`src/verilog/ftrs_cfg.svh`:
```
// constants for the fault trip and reset supervisor
// assumes a 40 mhz system clock
`ifndef FTRS_CFG_SVH
`define FTRS_CFG_SVH
`define FTRS_CLK_HZ          40000000
`define FTRS_RES_MIN_MS      100
`define FTRS_RECOVER_MS      1000
`define FTRS_FLASH_MS        250
`define FTRS_HIST_DEPTH      8
`define FTRS_CODE_OC_ACC     8'h10
`define FTRS_CODE_OC_STD     8'h11
`define FTRS_CODE_OC_DEC     8'h12
`define FTRS_CODE_OV_ACC     8'h20
`define FTRS_CODE_OV_STD     8'h21
`define FTRS_CODE_OV_DEC     8'h22
`define FTRS_CODE_NONE       8'h00
`define FTRS_ERASE_VALUE     8'h01
`define FTRS_DONE_MS         500
// register offsets (word addresses)
`define FTRS_REG_CTRL        4'h0
`define FTRS_REG_STATUS      4'h1
`define FTRS_REG_FAULT_CODE  4'h2
`define FTRS_REG_IRQ_STATUS  4'h3
`define FTRS_REG_IRQ_MASK    4'h4
`define FTRS_REG_HIST_SEL    4'h5
`define FTRS_REG_HIST_DATA   4'h6
`define FTRS_REG_ERASE       4'h7
// ctrl bits
`define FTRS_CTRL_ALARM_EN   0
// irq bits
`define FTRS_IRQ_TRIP        0
`define FTRS_IRQ_WARN        1
`define FTRS_IRQ_ALARM       2
`define FTRS_IRQ_RESET       3
`endif

```
`src/verilog/ftrs_pkg.sv`:
```
// types for the fault trip and reset supervisor
// assumes ftrs_cfg.svh holds the numeric constants
package ftrs_pkg;
  typedef enum logic [1:0]
  {
    FTRS_RUN     = 2'b00,
    FTRS_TRIP    = 2'b01,
    FTRS_HOLD    = 2'b10,
    FTRS_RECOVER = 2'b11
  } ftrs_state_t;
  typedef enum logic [1:0]
  {
    FTRS_VIEW_MONITOR = 2'b00,
    FTRS_VIEW_FAULT   = 2'b01,
    FTRS_VIEW_ALARM   = 2'b10,
    FTRS_VIEW_RESET   = 2'b11
  } ftrs_view_t;
endpackage : ftrs_pkg

```
`src/verilog/ftrs_supervisor.sv`:
```
// fault trip and reset supervisor: trip, fault code, history, reset paths, avalon-mm registers
// assumes fault inputs synchronous to clk; ext_clear_input and panel key are pins (synchronised here)
// Behaviour
// - writing 1 to erase parameter clears history
// - fault trips, stops output, asserts fault signal
// - output stays stopped until a reset
// - warnings only indicate, never trip
// - alarms never trip; optional alarm output
// - panel error messages shown without trip
// - display switches to fault or alarm view
// - any reset clears heat model and retries
// - operational again about 1s after reset
// - reset held keeps reset with flashing indication
// - stop key resets only during fault trip
// - history keeps last eight faults
// - overcurrent codes 0x10, 0x11, 0x12
// - overvoltage codes 0x20, 0x21, 0x22
// - warnings never produce a fault code
`timescale 1ns/1ps
`include "ftrs_cfg.svh"
module ftrs_supervisor #(
  parameter int RES_MIN_CYC  = `FTRS_CLK_HZ / 1000 * `FTRS_RES_MIN_MS + 1,
  parameter int RECOVER_CYC  = `FTRS_CLK_HZ / 1000 * `FTRS_RECOVER_MS,
  parameter int FLASH_CYC    = `FTRS_CLK_HZ / 1000 * `FTRS_FLASH_MS,
  parameter int DONE_CYC     = `FTRS_CLK_HZ / 1000 * `FTRS_DONE_MS,
  parameter int HIST_DEPTH   = `FTRS_HIST_DEPTH
)
(
  input  wire logic        clk,
  input  wire logic        rst,
  input  wire logic        clk_en,
  input  wire logic [3:0]  avs_address,
  input  wire logic        avs_read,
  input  wire logic        avs_write,
  input  wire logic [31:0] avs_writedata,
  input  wire logic [3:0]  avs_byteenable,
  output logic      [31:0] avs_readdata,
  output logic             avs_waitrequest,
  input  wire logic        overcurrent_accel_fault,
  input  wire logic        overcurrent_steady_fault,
  input  wire logic        overcurrent_decel_fault,
  input  wire logic        regen_overvoltage_accel_fault,
  input  wire logic        regen_overvoltage_steady_fault,
  input  wire logic        regen_overvoltage_decel_fault,
  input  wire logic        heat_model_prewarning,
  input  wire logic        warning_in,
  input  wire logic        alarm_in,
  input  wire logic        panel_error_in,
  input  wire logic        ext_clear_input,
  input  wire logic        panel_stop_key,
  output logic             output_enable,
  output logic             fault_out,
  output logic             alarm_out,
  output logic             warning_ind,
  output logic             panel_error_ind,
  output logic      [7:0]  fault_code,
  output ftrs_pkg::ftrs_view_t display_view,
  output logic             reset_flash,
  output logic             erase_done,
  output logic             heat_clear,
  output logic             retry_clear,
  output logic             irq
);
  localparam int HW = $clog2(HIST_DEPTH);

  function automatic logic [7:0] fault_encode(input logic [5:0] f);
    logic [7:0] c;
    c = `FTRS_CODE_NONE;
    if (f[0]) c = `FTRS_CODE_OC_ACC;
    else if (f[1]) c = `FTRS_CODE_OC_STD;
    else if (f[2]) c = `FTRS_CODE_OC_DEC;
    else if (f[3]) c = `FTRS_CODE_OV_ACC;
    else if (f[4]) c = `FTRS_CODE_OV_STD;
    else if (f[5]) c = `FTRS_CODE_OV_DEC;
    return c;
  endfunction : fault_encode

  ftrs_pkg::ftrs_state_t state;
  logic [1:0]  res_sync;
  logic [1:0]  key_sync;
  logic        key_prev;
  logic [31:0] res_cnt;
  logic [31:0] rec_cnt;
  logic [31:0] flash_cnt;
  logic [31:0] done_cnt;
  logic        res_ok;
  logic        alarm_en;
  logic [3:0]  irq_status;
  logic [3:0]  irq_mask;
  logic [HW-1:0] hist_sel;
  logic [HW-1:0] hist_wp;
  logic [7:0]  hist [HIST_DEPTH];
  logic        warn_prev;
  logic        alarm_prev;
  logic [5:0]  faults;
  logic        fault_any;
  logic        key_press;
  logic        res_level;
  logic        accept;
  logic        bus_wr;
  logic        bus_rd;
  logic        erase_wr;
  logic [3:0]  irq_ev;
  logic        rd_valid;

  assign faults    = {regen_overvoltage_decel_fault, regen_overvoltage_steady_fault,
                      regen_overvoltage_accel_fault, overcurrent_decel_fault,
                      overcurrent_steady_fault, overcurrent_accel_fault};
  assign fault_any = |faults;
  assign res_level = res_sync[1];
  assign key_press = key_sync[1] & ~key_prev;
  assign bus_wr    = avs_write & clk_en;
  assign bus_rd    = avs_read & clk_en;
  assign erase_wr  = bus_wr && avs_address == `FTRS_REG_ERASE && avs_byteenable[0]
                     && avs_writedata[7:0] == `FTRS_ERASE_VALUE;
  // stop key only counts during a trip; reset pin accepted past its minimum hold
  assign accept    = (state == ftrs_pkg::FTRS_TRIP && key_press)
                     || (state == ftrs_pkg::FTRS_HOLD && !res_level && res_ok);

  always_ff @(posedge clk or posedge rst)
    if (rst)
    begin
      res_sync <= 2'b00;
      key_sync <= 2'b00;
      key_prev <= 1'b0;
    end
    else if (clk_en)
    begin
      res_sync <= {res_sync[0], ext_clear_input};
      key_sync <= {key_sync[0], panel_stop_key};
      key_prev <= key_sync[1];
    end

  always_ff @(posedge clk or posedge rst)
    if (rst)
      res_cnt <= 32'h0;
    else if (clk_en)
    begin
      if (!res_level)
        res_cnt <= 32'h0;
      else if (res_cnt < RES_MIN_CYC)
        res_cnt <= res_cnt + 32'h1;
    end
  assign res_ok = (res_cnt >= RES_MIN_CYC);

  always_ff @(posedge clk or posedge rst)
    if (rst)
    begin
      state   <= ftrs_pkg::FTRS_RUN;
      rec_cnt <= 32'h0;
    end
    else if (clk_en)
    begin
      case (state)
        ftrs_pkg::FTRS_RUN:
          if (res_level)
            state <= ftrs_pkg::FTRS_HOLD;
          else if (fault_any)
            state <= ftrs_pkg::FTRS_TRIP;
        ftrs_pkg::FTRS_TRIP:
          if (res_level)
            state <= ftrs_pkg::FTRS_HOLD;
          else if (accept)
          begin
            state   <= ftrs_pkg::FTRS_RECOVER;
            rec_cnt <= 32'h0;
          end
        ftrs_pkg::FTRS_HOLD:
          if (accept)
          begin
            state   <= ftrs_pkg::FTRS_RECOVER;
            rec_cnt <= 32'h0;
          end
          else if (!res_level)
            state <= (fault_code != `FTRS_CODE_NONE) ? ftrs_pkg::FTRS_TRIP : ftrs_pkg::FTRS_RUN;
        ftrs_pkg::FTRS_RECOVER:
          if (res_level)
            state <= ftrs_pkg::FTRS_HOLD;
          else if (rec_cnt >= RECOVER_CYC - 1)
            state <= ftrs_pkg::FTRS_RUN;
          else
            rec_cnt <= rec_cnt + 32'h1;
        default:
          state <= ftrs_pkg::FTRS_RUN;
      endcase
    end

  // output stays off outside run
  assign output_enable = (state == ftrs_pkg::FTRS_RUN) && !fault_any;
  assign heat_clear    = accept;
  assign retry_clear   = accept;

  always_ff @(posedge clk or posedge rst)
    if (rst)
    begin
      fault_code <= `FTRS_CODE_NONE;
      fault_out  <= 1'b0;
    end
    else if (clk_en)
    begin
      if (accept)
      begin
        fault_code <= `FTRS_CODE_NONE;
        fault_out  <= 1'b0;
      end
      else if (state == ftrs_pkg::FTRS_RUN && fault_any && !res_level)
      begin
        fault_code <= fault_encode(faults);
        fault_out  <= 1'b1;
      end
    end

  // history ring of last faults
  always_ff @(posedge clk or posedge rst)
    if (rst)
    begin
      hist_wp <= '0;
      for (int i = 0; i < HIST_DEPTH; i++)
        hist[i] <= `FTRS_CODE_NONE;
    end
    else if (clk_en)
    begin
      if (erase_wr)
      begin
        hist_wp <= '0;
        for (int i = 0; i < HIST_DEPTH; i++)
          hist[i] <= `FTRS_CODE_NONE;
      end
      else if (state == ftrs_pkg::FTRS_RUN && fault_any && !res_level)
      begin
        hist[hist_wp] <= fault_encode(faults);
        hist_wp       <= hist_wp + 1'b1;
      end
    end

  always_ff @(posedge clk or posedge rst)
    if (rst)
    begin
      done_cnt   <= 32'h0;
      erase_done <= 1'b0;
    end
    else if (clk_en)
    begin
      if (erase_wr)
      begin
        done_cnt   <= 32'h0;
        erase_done <= 1'b1;
      end
      else if (erase_done)
      begin
        if (done_cnt >= DONE_CYC - 1)
          erase_done <= 1'b0;
        else
          done_cnt <= done_cnt + 32'h1;
      end
    end

  always_ff @(posedge clk or posedge rst)
    if (rst)
    begin
      flash_cnt   <= 32'h0;
      reset_flash <= 1'b0;
    end
    else if (clk_en)
    begin
      if (state != ftrs_pkg::FTRS_HOLD)
      begin
        flash_cnt   <= 32'h0;
        reset_flash <= 1'b0;
      end
      else if (flash_cnt >= FLASH_CYC - 1)
      begin
        flash_cnt   <= 32'h0;
        reset_flash <= ~reset_flash;
      end
      else
        flash_cnt <= flash_cnt + 32'h1;
    end

  // indications never touch the trip path
  always_ff @(posedge clk or posedge rst)
    if (rst)
    begin
      warning_ind     <= 1'b0;
      panel_error_ind <= 1'b0;
      alarm_out       <= 1'b0;
      warn_prev       <= 1'b0;
      alarm_prev      <= 1'b0;
    end
    else if (clk_en)
    begin
      warning_ind     <= warning_in | heat_model_prewarning;
      panel_error_ind <= panel_error_in;
      alarm_out       <= alarm_in & alarm_en;
      warn_prev       <= warning_in | heat_model_prewarning;
      alarm_prev      <= alarm_in;
    end

  always_ff @(posedge clk or posedge rst)
    if (rst)
      display_view <= ftrs_pkg::FTRS_VIEW_MONITOR;
    else if (clk_en)
    begin
      if (state == ftrs_pkg::FTRS_HOLD)
        display_view <= ftrs_pkg::FTRS_VIEW_RESET;
      else if (fault_out || (state == ftrs_pkg::FTRS_RUN && fault_any))
        display_view <= ftrs_pkg::FTRS_VIEW_FAULT;
      else if (alarm_in)
        display_view <= ftrs_pkg::FTRS_VIEW_ALARM;
      else
        display_view <= ftrs_pkg::FTRS_VIEW_MONITOR;
    end

  // interrupt events
  assign irq_ev[`FTRS_IRQ_TRIP]  = state == ftrs_pkg::FTRS_RUN && fault_any && !res_level;
  assign irq_ev[`FTRS_IRQ_WARN]  = (warning_in | heat_model_prewarning) & ~warn_prev;
  assign irq_ev[`FTRS_IRQ_ALARM] = alarm_in & ~alarm_prev;
  assign irq_ev[`FTRS_IRQ_RESET] = accept;

  always_ff @(posedge clk or posedge rst)
    if (rst)
      irq_status <= 4'h0;
    else if (clk_en)
    begin
      if (bus_rd && !rd_valid && avs_address == `FTRS_REG_IRQ_STATUS)
        irq_status <= irq_ev;
      else
        irq_status <= irq_status | irq_ev;
    end
  assign irq = |(irq_status & irq_mask);

  always_ff @(posedge clk or posedge rst)
    if (rst)
    begin
      alarm_en <= 1'b0;
      irq_mask <= 4'h0;
      hist_sel <= '0;
    end
    else if (bus_wr && avs_byteenable[0])
    begin
      case (avs_address)
        `FTRS_REG_CTRL:     alarm_en <= avs_writedata[`FTRS_CTRL_ALARM_EN];
        `FTRS_REG_IRQ_MASK: irq_mask <= avs_writedata[3:0];
        `FTRS_REG_HIST_SEL: hist_sel <= avs_writedata[HW-1:0];
        default:            ;
      endcase
    end

  // reads wait one cycle so read data comes from a flop
  assign avs_waitrequest = avs_read & ~rd_valid;

  always_ff @(posedge clk or posedge rst)
    if (rst)
    begin
      rd_valid     <= 1'b0;
      avs_readdata <= 32'h0;
    end
    else if (clk_en)
    begin
      rd_valid <= bus_rd & ~rd_valid;
      if (bus_rd && !rd_valid)
        case (avs_address)
          `FTRS_REG_CTRL:       avs_readdata <= {31'h0, alarm_en};
          `FTRS_REG_STATUS:     avs_readdata <= {26'h0, reset_flash, erase_done, alarm_out, warning_ind, fault_out,
                                                 output_enable};
          `FTRS_REG_FAULT_CODE: avs_readdata <= {24'h0, fault_code};
          `FTRS_REG_IRQ_STATUS: avs_readdata <= {28'h0, irq_status};
          `FTRS_REG_IRQ_MASK:   avs_readdata <= {28'h0, irq_mask};
          `FTRS_REG_HIST_SEL:   avs_readdata <= 32'(hist_sel);
          `FTRS_REG_HIST_DATA:  avs_readdata <= {24'h0, hist[hist_sel]};
          default:              avs_readdata <= 32'h0;
        endcase
    end
endmodule : ftrs_supervisor

```
`config.mk`:
```
export PLATFORM = sky130hd
export DESIGN_NAME = ftrs_supervisor
export DESIGN_NICKNAME = d
export VERILOG_FILES = /design/src/verilog/ftrs_pkg.sv /design/src/verilog/ftrs_supervisor.sv
export VERILOG_INCLUDE_DIRS = /design/src /design/src/verilog
export SDC_FILE = /design/constraint.sdc
export NUM_CORES = 1
export LEC_CHECK = 0
export ABC_AREA = 1
export BUFFER_PORTS_ARGS = -buffer_cell sky130_fd_sc_hd__buf_2
export CELL_PAD_IN_SITES_DETAIL_PLACEMENT = 0
export CELL_PAD_IN_SITES_GLOBAL_PLACEMENT = 1
export CORE_MARGIN = 5
export CORE_UTILIZATION = 40
export DETAILED_ROUTE_END_ITERATION = 12
export PLACE_DENSITY_LB_ADDON = 0.1
export SLEW_MARGIN = 20
export SYNTH_ARGS = -nofsm -noshare
export SYNTH_HDL_FRONTEND = slang
export SYNTH_SLANG_ARGS = --single-unit
```
`constraint.sdc`:
```
create_clock -name clk -period 5.97 [get_ports clk]
set_input_delay 0 -clock clk [delete_from_list [all_inputs] [get_ports clk]]
set_output_delay 0 -clock clk [all_outputs]
set_load 0.01 [all_outputs]
```
# Word-level counts from Yosys, hierarchy flattened
# Cells that the tools add are included.
# totals
reg_bits	264
inputBits	57
# op_classes
bitwise	18
eq_ne	21
n_reduce_logical	39
muxes	54
addsub	5
n_lt_le_gt_ge	8
# op_table
cell	n
2-to-1 mux 32 bit	11
adder 32 x 1 -> 32 bit, second input constant	4
2-to-1 mux 64 bit	2
one-hot mux 32 bit (3 select lines)	1
2-to-1 mux 8 bit	11
bitwise mux 64 bit	1
one-hot mux 8 bit (7 select lines)	1
greater-or-equal comparator 32 x 22 -> 1 bit, second input constant	1
greater-or-equal comparator 32 x 24 -> 1 bit, second input constant	1
greater-or-equal comparator 32 x 25 -> 1 bit, second input constant	1
greater-or-equal comparator 32 x 26 -> 1 bit, second input constant	1
< comparator 32 x 22 -> 1 bit, second input constant	1
binary-select mux 8 bit (select 3 bit)	1
demux 8 bit (select 3 bit)	1
2-to-1 mux 2 bit	11
equality test 4 x 3 -> 1 bit, second input constant	4
AND reduction 2 bit	8
logical AND 1 bit	13
2-to-1 mux 6 bit	2
inequality test 3 bit, second input constant	4
inequality test 2 bit, second input constant	5
AND reduction 5 bit	2
bitwise AND 1 bit	8
equality test 4 x 2 -> 1 bit, second input constant	2
27 further kinds	48

# Longest topological paths before layout
# Gate-level depths: netlist (run 1).
# logic_depth
ltp_word	12
mapped_depth	15
mapped_depth_nobuf	14

# Least setup slack after synthesis (run 1)
# OpenSTA, ideal clock, no wires.
# synth_path
kind	register to register
start	register done_cnt[0]
end	register done_cnt[17]
path_slack_ns	4.133
arrival_time_ns	1.721
synth_period_minus_slack_ns	1.837
stages_incl_launch_ff	16
n_path_buf	1
setup_ns	0.117
path_cell_list	dfrtp_1 > ha_1 > nand2_1 > nor2_2 > nand2_2 > nand2_1 > nand2_1 > nand3_1 > nand2_1 > nand3_2 > nand2_4 > nand2_8 > inv_6 > buf_12 > nand2_1 > nand2_1
# synth_via
elab_chain_cells	4
# synth_rtl
item	line_no	source
start: declaration	ftrs_supervisor.sv:85	logic [31:0] done_cnt;
start signal: assignment	ftrs_supervisor.sv:254	done_cnt <= done_cnt + 32'h1;
adder 32 x 1 -> 32 bit	ftrs_supervisor.sv:254	
2-to-1 mux 32 bit	ftrs_supervisor.sv:251	if (done_cnt >= DONE_CYC - 1)
2-to-1 mux 32 bit	ftrs_supervisor.sv:249	else if (erase_done)
2-to-1 mux 32 bit	ftrs_supervisor.sv:244	if (erase_wr)
# Parallel ways exist; a longest one is shown, timed or not. The select of a mux whose other input is x is not followed.
# A chain may end at the register's enable or synchronous reset.

# Final worst setup path (run 1)
# layout_path
start	input port avs_writedata[6]
end	register done_cnt[20]
# layout_via
elab_chain_cells	4
# layout_rtl
item	line_no	source
start: declaration	ftrs_supervisor.sv:35	input wire logic [31:0] avs_writedata,
equality test 8 x 1 -> 1 bit (no line) *	--	
logical AND 1 bit (no line) *	--	
inequality test 2 bit (no line) or nonzero test 2 bit (tied branches)	--	
AND reduction 3 bit (no line)	--	
# Mark *: on every way between the ends. The rest lies on a longest branch, timed or not.

==> results of run 1 <==
state kept, by name, summed over array words and instances, names as in the netlist, 2 cells and up:
name and count:
done_cnt 32, flash_cnt 32, hist 32, rec_cnt 32
res_cnt 32, avs_readdata 7, fault_code 4, irq_mask 4
irq_status 4, hist_sel 3, hist_wp 3, display_view 2
key_sync 2, res_sync 2, state 2
per-layer routing:
metal  track usage (%)  wire length [um]
met5                 0                 0
met4             4.443               658
met3             2.320               871
met1             27.58             14630
met2             29.67             13210
cell type report:
cell class	count	area [sq um]	share of cell area, %
Multi-Input combinational cell	1095	5415	41.34
Sequential cell	203	5080	38.78
Clock buffer	31	678.2	5.177
Inverter	164	628.1	4.795
Timing Repair Buffer	89	614.3	4.690
Tap cell	384	480.5	3.668
Clock inverter	15	202.7	1.547
critical path, delay by kind of cell:
family,cells,cell delay [ns]
buffers and inverters,6,2.32
and+or+nand+nor,7,0.92
worst max-delay path by stage:
stage	end	startpoint	depth (start not counted)
floorplan	alarm_en$_DFFE_PP0P_	rst	1
global placement	rec_cnt[0]$_DFFE_PP0P_	state[0]$_DFFE_PP0P_	6
detailed placement	rec_cnt[1]$_DFFE_PP0P_	state[0]$_DFFE_PP0P_	6
CTS	done_cnt[20]$_DFFE_PP0P_	avs_writedata[6]	13
global route	done_cnt[9]$_DFFE_PP0P_	avs_writedata[6]	13
finish	done_cnt[20]$_DFFE_PP0P_	avs_writedata[6]	13
cells by family (layout without fill, tap and decap cells):
| logic type | Yosys count | count (layout) | share of synthesized area [%] |
|---|---|---|---|
| other cells | 1 | 28 | 0.03270 |
| simple gates | 820 | 820 | 31.67 |
| fa+ha+maj | 7 | 7 | 0.7637 |
| xor+xnor | 65 | 65 | 4.965 |
| compound gates | 175 | 175 | 8.904 |
| buf+inv | 228 | 299 | 9.362 |
| flops | 203 | 203 | 44.30 |
synth_stat cells (16+ instances only):
cell     count  area share (%)
xor2_1      45             3.4
nand4_1     32             1.7
o21ai_1     16            0.70
xnor2_1     20             1.5
o21ai_0     91             4.0
dfrtp_1    203              44
nor2_1     199             6.5
nor3_1      38             1.7
a21oi_1     25             1.1
nand2_1    378              12
buf_4       34             2.2
nand3_1    104             4.5
inv_1      151             4.9
nor2_2      17            0.93
power by group through the flow:
stage / registers (mW) / clock network (mW) / logic, mW
after floorplan: 1.71 / 0 / 0.571
after global placement: 1.75 / 0 / 0.750
after detailed placement: 1.75 / 0 / 0.760
after CTS: 1.73 / 1.65 / 0.777
after global routing: 1.75 / 1.70 / 0.884
final: 1.73 / 1.60 / 0.763
==> flow_summary.yaml, run 1 <==
status:
  outcome: "finished, violations left"
  violations: "hold timing"
global_route:
  overflow: 0
  grt_start_max_net_pins: 84
  antenna_found_initial: 0
  grt.total_usage_pct: 18.76
  grt_pass1_wl_um: 49250
  grt_pass1_vias: 9323
worst_setup_path:
  path_common_cell: "dlygate4sd3_1"
  critPathSlowestCell: "dlygate4sd3_1"
  reg2reg_depth: 6
  r2r-start: "state[0]$_DFFE_PP0P_"
  criticalPathCategory: "input port to flop"
  worstSetupStartpointType: "input port"
  cp_data_required_time_ns: 6.45
  end_kind: "flop"
  arrival_ns: 3.26
  r2r_setup_slack_ns: 3.34
  path_cells: "dlygate4sd3_1, buf_2, nor2_1, dlygate4sd3_1, nand3_1, dlygate4sd3_1, nor3_2, inv_2, nand2_4, nand2_8, inv_6, nand2_1, nand2_1"
  slowest_delay_ns: 0.58
  reg2reg_to: "rec_cnt[1]$_DFFE_PP0P_"
  cp_max_fo: 33
yosys:
  synth_seq_cells: 203
  ys_seq_area_share_pct: 44.30
  ys.flop_type: "dfrtp_1"
  yosys_warnings: 0
  yosysUniqueCellTypes: 53
  syn_inst: 1499
  synthesis.area_sq_um: 11470
  synth_edf_count: 0
  async_flop_share_pct: 100.0
  syn_avg_cell_area_sq_um: 7.650
layout:
  layout_common_cells: "378 x nand2_1, 203 x dfrtp_1, 199 x nor2_1"
  final_layout_size_suffix_gt1_share_pct: 11.15
  fin_cells: 1981
  fin_area_sq_um: 13100
  final_util_pct: 46.01
  fillers: 2955
  num-nets-final: 1642
  antenna_cells: 0
  final_common_cell: "nand2_1"
  area_delta_synth_final_pct: 14.23
clock_network:
  clk_latency_ns: 0.54
  cts_tree: "done"
  cts_buffers: 25
  cts_setup_buffers: 0
  root_buffer: "clkbuf_16"
  clk_pin_slew_ns: 0.06
  cts.htree.levels: 1
  cts_resized: 0
  cts_max_path_buffers: 3
  cts_sinks: 203
  post_cts_hold_buffer_count: 31
sta:
  max_freq_mhz: 359.3
  setup_viol: 0
  holdWs_ns: -0.02929
  worstMarginPinSlew_ns: 1.037
  skew_ns: 0.01924
  slew_violations: 0
  finalSetupTns_ns: 0
  post-route-period-util_pct: 46.62
  finalHoldViolations: 4
  setup_slack_ns: 3.187
  rsz0062_at_grt: "false"
  slew_headroom_pct: 30.90
  post-route-min-period_ns: 2.783
power_and_ir_drop:
  p_clk_share_pct: 39.2
  p_comb_share_pct: 18.6
  p_sw_share_pct: 31.43
  p_int_mw: 2.809
  power.density_nw_per_um2: 312.8
  pwr-share-seq_pct: 42.2
  ir_drop_mv: 0.1976
  p_sw_mw: 1.288
  p_leak_nw: 6.108
  finalPower_mw: 4.097
placement:
  place_worst_setup_slack_ns: 3.251
  dp.cells: 1903
  gp_congestion: 0.8295
  hpwl_um: 20710
  postPlaceCellArea_sq_um: 11900
  numPortBuffers: 54
floorplanning:
  start_util_pct: 40.28
  die_y_um: 179.3
  row_count: 62
  die_w_um: 179.3
  fp.dieArea_sq_um: 32150
  core_area_sq_um: 28470
  io_pins: 110
worst_hold_path:
  hold_path_depth: 7
  hp-class: "input port to flop"
  min_from: "avs_writedata[4]"
  hold-path-endpoint: "done_cnt[3]$_DFFE_PP0P_"
job:
  cap_violations: 0
drt:
  final_antenna_net_count: 0
  wl_per_cell_um: 14.83
  wirelength_um: 29380
  viasPerCell: 4.866
  route.detailed.drc: 0
  first_iter_violations: 639
  drt-pass1-iter-count: 5
  vias: 9640
No activity file was read; power rests on OpenSTA's default activity.
==> run 2, diff against run 1 <==
==> constraint.sdc (replaced) <==
create_clock -name clk -period 2.4 [get_ports clk]
set_input_delay 0 -clock clk [delete_from_list [all_inputs] [get_ports clk]]
set_output_delay 0 -clock clk [all_outputs]
set_load 0.01 [all_outputs]
==> flow_summary.yaml, run 2 (synthesis results as in run 1) <==
worst_setup_path:
  r2r-start: "rec_cnt[0]$_DFFE_PP0P_"
  r2r_setup_slack_ns: 0.29
  cp_max_fo: 4
  end_kind: "flop"
  cp-endpoint: "done_cnt[24]$_DFFE_PP0P_"
  criticalPathCategory: "input port to flop"
  cp_data_required_time_ns: 2.81
  worstSetupStartpointType: "input port"
  reg2reg_to: "rec_cnt[7]$_DFFE_PP0P_"
  arrival_ns: 2.63
  setup.worst_path.start: "avs_writedata[4]"
  reg2reg_depth: 11
clock_network:
  root_buffer: "clkbuf_16"
  cts_buffers: 25
  clk_latency_ns: 0.52
  cts_tree: "done"
  cts.htree.levels: 1
  cts_setup_buffers: 0
  cts_max_path_buffers: 3
  cts_sinks: 203
  clk_pin_slew_ns: 0.05
sta:
  post-route-min-period_ns: 2.213
  finalSetupTns_ns: 0
  skew_ns: 0.009780
  slew_headroom_pct: 56.23
  rsz0062_at_grt: "false"
  max_freq_mhz: 451.9
  slew_violations: 0
  post-route-period-util_pct: 92.21
  worstMarginPinSlew_ns: 0.6558
  finalHoldViolations: 0
  setup_slack_ns: 0.1871
  setup_viol: 0
global_route:
  antenna_found_initial: 0
  grt_start_max_net_pins: 59
  overflow: 0
  grt_pass1_wl_um: 48470
  grt.total_usage_pct: 18.48
  grt_pass1_vias: 9484
drt:
  drt-pass1-iter-count: 5
  route.detailed.drc: 0
  viasPerCell: 4.869
  final_antenna_net_count: 0
  wirelength_um: 29070
  vias: 9752
  wl_per_cell_um: 14.51
  first_iter_violations: 533
layout:
  antenna_cells: 0
  final_util_pct: 46.47
  fillers: 2950
  final_common_cell: "nand2_1"
  num-nets-final: 1666
  final_layout_size_suffix_gt1_share_pct: 11.98
  layout_common_cells: "377 x nand2_1, 203 x dfrtp_1, 199 x nor2_1"
  area_delta_synth_final_pct: 15.37
job:
  cap_violations: 0
power_and_ir_drop:
  ir_drop_mv: 0.5447
  finalPower_mw: 9.896
  power.density_nw_per_um2: 748.0
  p_leak_nw: 6.198
floorplanning:
  row_count: 62
  start_util_pct: 40.28
  die_w_um: 179.3
  core_area_sq_um: 28470
  io_pins: 110
  fp.dieArea_sq_um: 32150
  die_y_um: 179.3
status:
  outcome: "completed"
placement:
  gp_congestion: 0.8555
  hpwl_um: 21290
  numPortBuffers: 54
  place_worst_setup_slack_ns: 0.2530
worst_hold_path:
  hp-class: "input port to flop"
[run 2: cell count changes in the layout (fill, tap and decap cells not counted), sizes merged]
| cell | previous run | this run |
|---|---|---|
| buf | 58 | 78 |
| clkinv | 5 | 7 |
| clkbuf | 31 | 35 |
| bufinv | 4 | 1 |
| clkinvlp | 5 | 1 |
| inv | 165 | 164 |
| dlygate4sd3 | 31 | 35 |
[run 2: routing by layer]
metal	vias to the layer above	track usage, %	wire, um
li1	4988	-	-
met1	4580	26.97	14480
met2	151	29.50	13100
met3	33	2.488	986
met4	0	3.999	500
met5	-	0	0
[run 2: worst min-delay path by stage]
stage / start / endpoint / slack (ns) / depth (start not counted)
after CTS: avs_writedata[6] / done_cnt[16]$_DFFE_PP0P_ / 0.04 / 7
after detailed placement: rst / avs_readdata[6]$_DFFE_PP0P_ / 0.10 / 2
after floorplan: avs_read / avs_waitrequest / 0.09 / 2
final: avs_byteenable[0] / done_cnt[16]$_DFFE_PP0P_ / 0.05 / 6
after global placement: rst / avs_readdata[2]$_DFFE_PP0P_ / 0.10 / 2
after global routing: avs_byteenable[0] / done_cnt[13]$_DFFE_PP0P_ / 0.08 / 6
[run 2: layout make-up]
class / count / area, sq um / share of cell area [%]
clock buffer: 35 / 703.2 / 5.315
clock inverter: 9 / 73.82 / 0.5580
inverter: 164 / 624.3 / 4.719
multi-input combinational: 1095 / 5418 / 40.95
sequential: 203 / 5080 / 38.40
tap: 384 / 480.5 / 3.632
timing repair buffer: 113 / 850.8 / 6.431
[run 2: metrics by stage]
stage,hold WS (ns),std cells,cell area [sq um]
after floorplan,0.09042,1526,11570
after global placement,0.1029,1924,12100
after detailed placement,0.1027,1924,12100
after CTS,0.03703,2003,13230
after global routing,0.08308,2003,13230
final,0.05292,2003,13230
[run 2: critical path: stages]
cell           delay [ns]
dlygate4sd3_1        0.53
buf_2                0.11
nor2_1               0.07
dlygate4sd3_1        0.56
nand2_1              0.09
nor4_4               0.36
dlygate4sd3_1        0.72
nor2_1               0.07
nand2_1              0.06
nand2_1              0.04
[run 2: what timing repair did]
action                                 in CTS  in global routing
endpoints found under the hold margin     151                  0
setup endpoints to repair                   0                  2
hold buffers                               35                  0
resized for setup                           0                  1
[run 2: where the power goes]
group | switching [mW] | internal [mW]
clock | 1.46 | 2.14
sequential | 0.395 | 3.91
combinational | 1.30 | 0.687
total | 3.16 | 6.74
==> run 3, diff against run 2 <==
--- a/config.mk
+++ b/config.mk
@@ -6,12 +6,11 @@
 export SDC_FILE = /design/constraint.sdc
 export NUM_CORES = 1
 export LEC_CHECK = 0
-export ABC_AREA = 1
 export BUFFER_PORTS_ARGS = -buffer_cell sky130_fd_sc_hd__buf_2
 export CELL_PAD_IN_SITES_DETAIL_PLACEMENT = 0
 export CELL_PAD_IN_SITES_GLOBAL_PLACEMENT = 1
-export CORE_MARGIN = 5
-export CORE_UTILIZATION = 40
+export CORE_MARGIN = 2
+export CORE_UTILIZATION = 42
 export DETAILED_ROUTE_END_ITERATION = 12
 export PLACE_DENSITY_LB_ADDON = 0.1
 export SLEW_MARGIN = 20
==> flow_summary.yaml, run 3 <==
global_route:
  grt_pass1_vias: 8323
  grt_start_max_net_pins: 96
  grt_util_met2_pct: 33.08
  grt_pass1_wl_um: 43320
  grt.total_usage_pct: 20.08
  grtUsageMet3_pct: 2.758
  antenna_found_initial: 0
  overflow: 0
  grt.met1_usage_pct: 27.90
  busiest_layer: "met2"
clock_network:
  cts_buffers: 24
  cts.htree.levels: 1
  clk_latency_ns: 0.52
  root_buffer: "clkbuf_16"
  cts_max_path_buffers: 3
  cts_sinks: 203
  cts_tree: "done"
  clk_pin_slew_ns: 0.06
sta:
  setup_viol: 2
  slew_violations: 0
  post-route-period-util_pct: 101.2
  worstMarginPinSlew_ns: 0.8152
  finalHoldViolations: 0
  setup_slack_ns: -0.02971
  slew_headroom_pct: 45.29
  rsz0062_at_grt: "true"
  post-route-min-period_ns: 2.430
  max_freq_mhz: 411.6
  skew_ns: 0.01487
drt:
  route.detailed.drc: 0
  wirelength_um: 26180
  first_iter_violations: 529
  wl_per_cell_um: 16.63
  vias: 8521
  viasPerCell: 5.414
  drt-pass1-iter-count: 5
  final_antenna_net_count: 0
power_and_ir_drop:
  finalPower_mw: 9.719
  ir_drop_mv: 0.5839
  p_leak_nw: 5.625
  power.density_nw_per_um2: 763.4
yosys:
  async_flop_share_pct: 100.0
  synth_seq_cells: 203
  synthTopCellsByCount: "203 x dfrtp_1, 107 x nor2_1, 98 x nand2_1"
  yosysMostFrequentCell: "dfrtp_1"
  ys.flop_type: "dfrtp_1"
  syn_inst: 1103
  yosysUniqueCellTypes: 69
  syn_avg_cell_area_sq_um: 9.533
  synth_edf_count: 0
  synthesis.area_sq_um: 10520
  synth_top_cell_area_share_pct: 48.31
  synth_top_area_cell: "dfrtp_1"
  ys_seq_area_share_pct: 48.31
  synth_area_leaders: "dfrtp_1 48%, nor2_1 3.8%, nand2_1 3.5%"
  yosys_warnings: 0
floorplanning:
  core_area_sq_um: 24460
  start_util_pct: 42.99
  row_count: 57
  io_pins: 110
  die_w_um: 162.2
  fp.dieArea_sq_um: 26320
  die_y_um: 162.2
layout:
  num-nets-final: 1296
  area_delta_synth_final_pct: 21.09
  fin_area_sq_um: 12730
  antenna_cells: 0
  layout_common_cells: "203 x dfrtp_1, 103 x nor2_1, 98 x nand2_1"
  final_layout_size_suffix_gt1_share_pct: 19.28
  fin_cells: 1574
  final_common_cell: "dfrtp_1"
worst_hold_path:
  hp-class: "input port to flop"
status:
  violations: "setup timing"
  outcome: "finished, violations left"
placement:
  place_worst_setup_slack_ns: 0.02352
  dp.cells: 1504
  gp_congestion: 0.8131
  postPlaceCellArea_sq_um: 11560
  hpwl_um: 17920
  numPortBuffers: 54
worst_setup_path:
  cp_max_fo: 2
  cp_data_required_time_ns: 2.40
  criticalPathCategory: "flop to output pin"
  slowest_delay_ns: 0.56
  worstSetupStartpointType: "flop"
  end_kind: "output pin"
  path_cells: "or4_4, nor2_2, nand4_1, buf_4, a311oi_4, or2_4, buf_6"
  arrival_ns: 2.43
  critPathSlowestCell: "or4_4"
job:
  cap_violations: 0
## run 3: layout make-up
cell class,count,area [sq um]
tap,324,405.4
multi-input combinational,815,5104
fill,2288,11730
inverter,33,127.6
sequential,203,5080
clock buffer,39,758.2
timing repair buffer,155,1230
clock inverter,5,27.53
## run 3: metrics by stage
stage / hold slack (ns) / TNS [ns] / util, %
final: 0.01370 / -0.05867 / 52.05
after global routing: 0.03655 / -0.6895 / 52.05
after CTS: 0.003447 / -0.05041 / 51.53
after detailed placement: -0.01790 / 0 / 47.25
after global placement: -0.01574 / 0 / 47.25
after floorplan: 0.1340 / -46.75 / -
## run 3: what timing repair did
action	CTS	global route
cloned	0	2
gates resized for setup	7	21
endpoints found under the setup margin	3	38
endpoints found under the hold margin	233	0
hold buffers	20	0
setup buffers	3	2
pin swaps	6	6
## run 3: worst paths after layout
check                                   startpoint                         to  slack [ns]  cells after the start
setup / recovery           res_cnt[15]$_DFFE_PP0P_                retry_clear       -0.03                      7
hold / removal                              clk_en      alarm_out$_DFFE_PP0P_        0.01                      4
setup reg to reg           res_cnt[15]$_DFFE_PP0P_    res_cnt[10]$_DFFE_PP0P_        0.01                      7
hold reg to reg             alarm_prev$_DFFE_PP0P_  irq_status[2]$_DFFE_PP0P_        0.47                      1
max in group asynchronous                      rst    res_cnt[17]$_DFFE_PP0P_        1.02                      5
min in group asynchronous                      rst   done_cnt[17]$_DFFE_PP0P_        0.58                      4
## run 3: cells by family after synthesis
logic type | synth area share [%]
and+or+nand+nor | 23.25
AOI/OAI and AO/OA | 13.64
DFF | 48.31
buffers and inverters | 5.200
xor gates and xnor gates | 3.748
muxes | 4.986
adders and majority gates | 0.8329
other | 0.03566
## run 3: power by group
group / internal [mW] / total [mW] / switching, mW / leakage (nW)
Combinational: 0.800 / 1.80 / 1.00 / 2.50
Sequential: 3.86 / 4.31 / 0.451 / 2.73
Clock: 2.15 / 3.60 / 1.45 / 0.388
## run 3: routing by layer
metal | up-vias | share of wire (%) | wire length, um
met4 | 0 | 2.5 | 661
li1 | 4191 | - | -
met2 | 109 | 48 | 12520
met1 | 4184 | 47 | 12320
met3 | 37 | 2.6 | 677
met5 | - | 0 | 0
## run 3: worst max-delay path, delay by kind of cell (launching register included)
kind | cells | cell delay, ns
compound gates | 1 | 0.25
flops | 1 | 0.39
simple gates | 4 | 0.98
buf+inv | 2 | 0.28
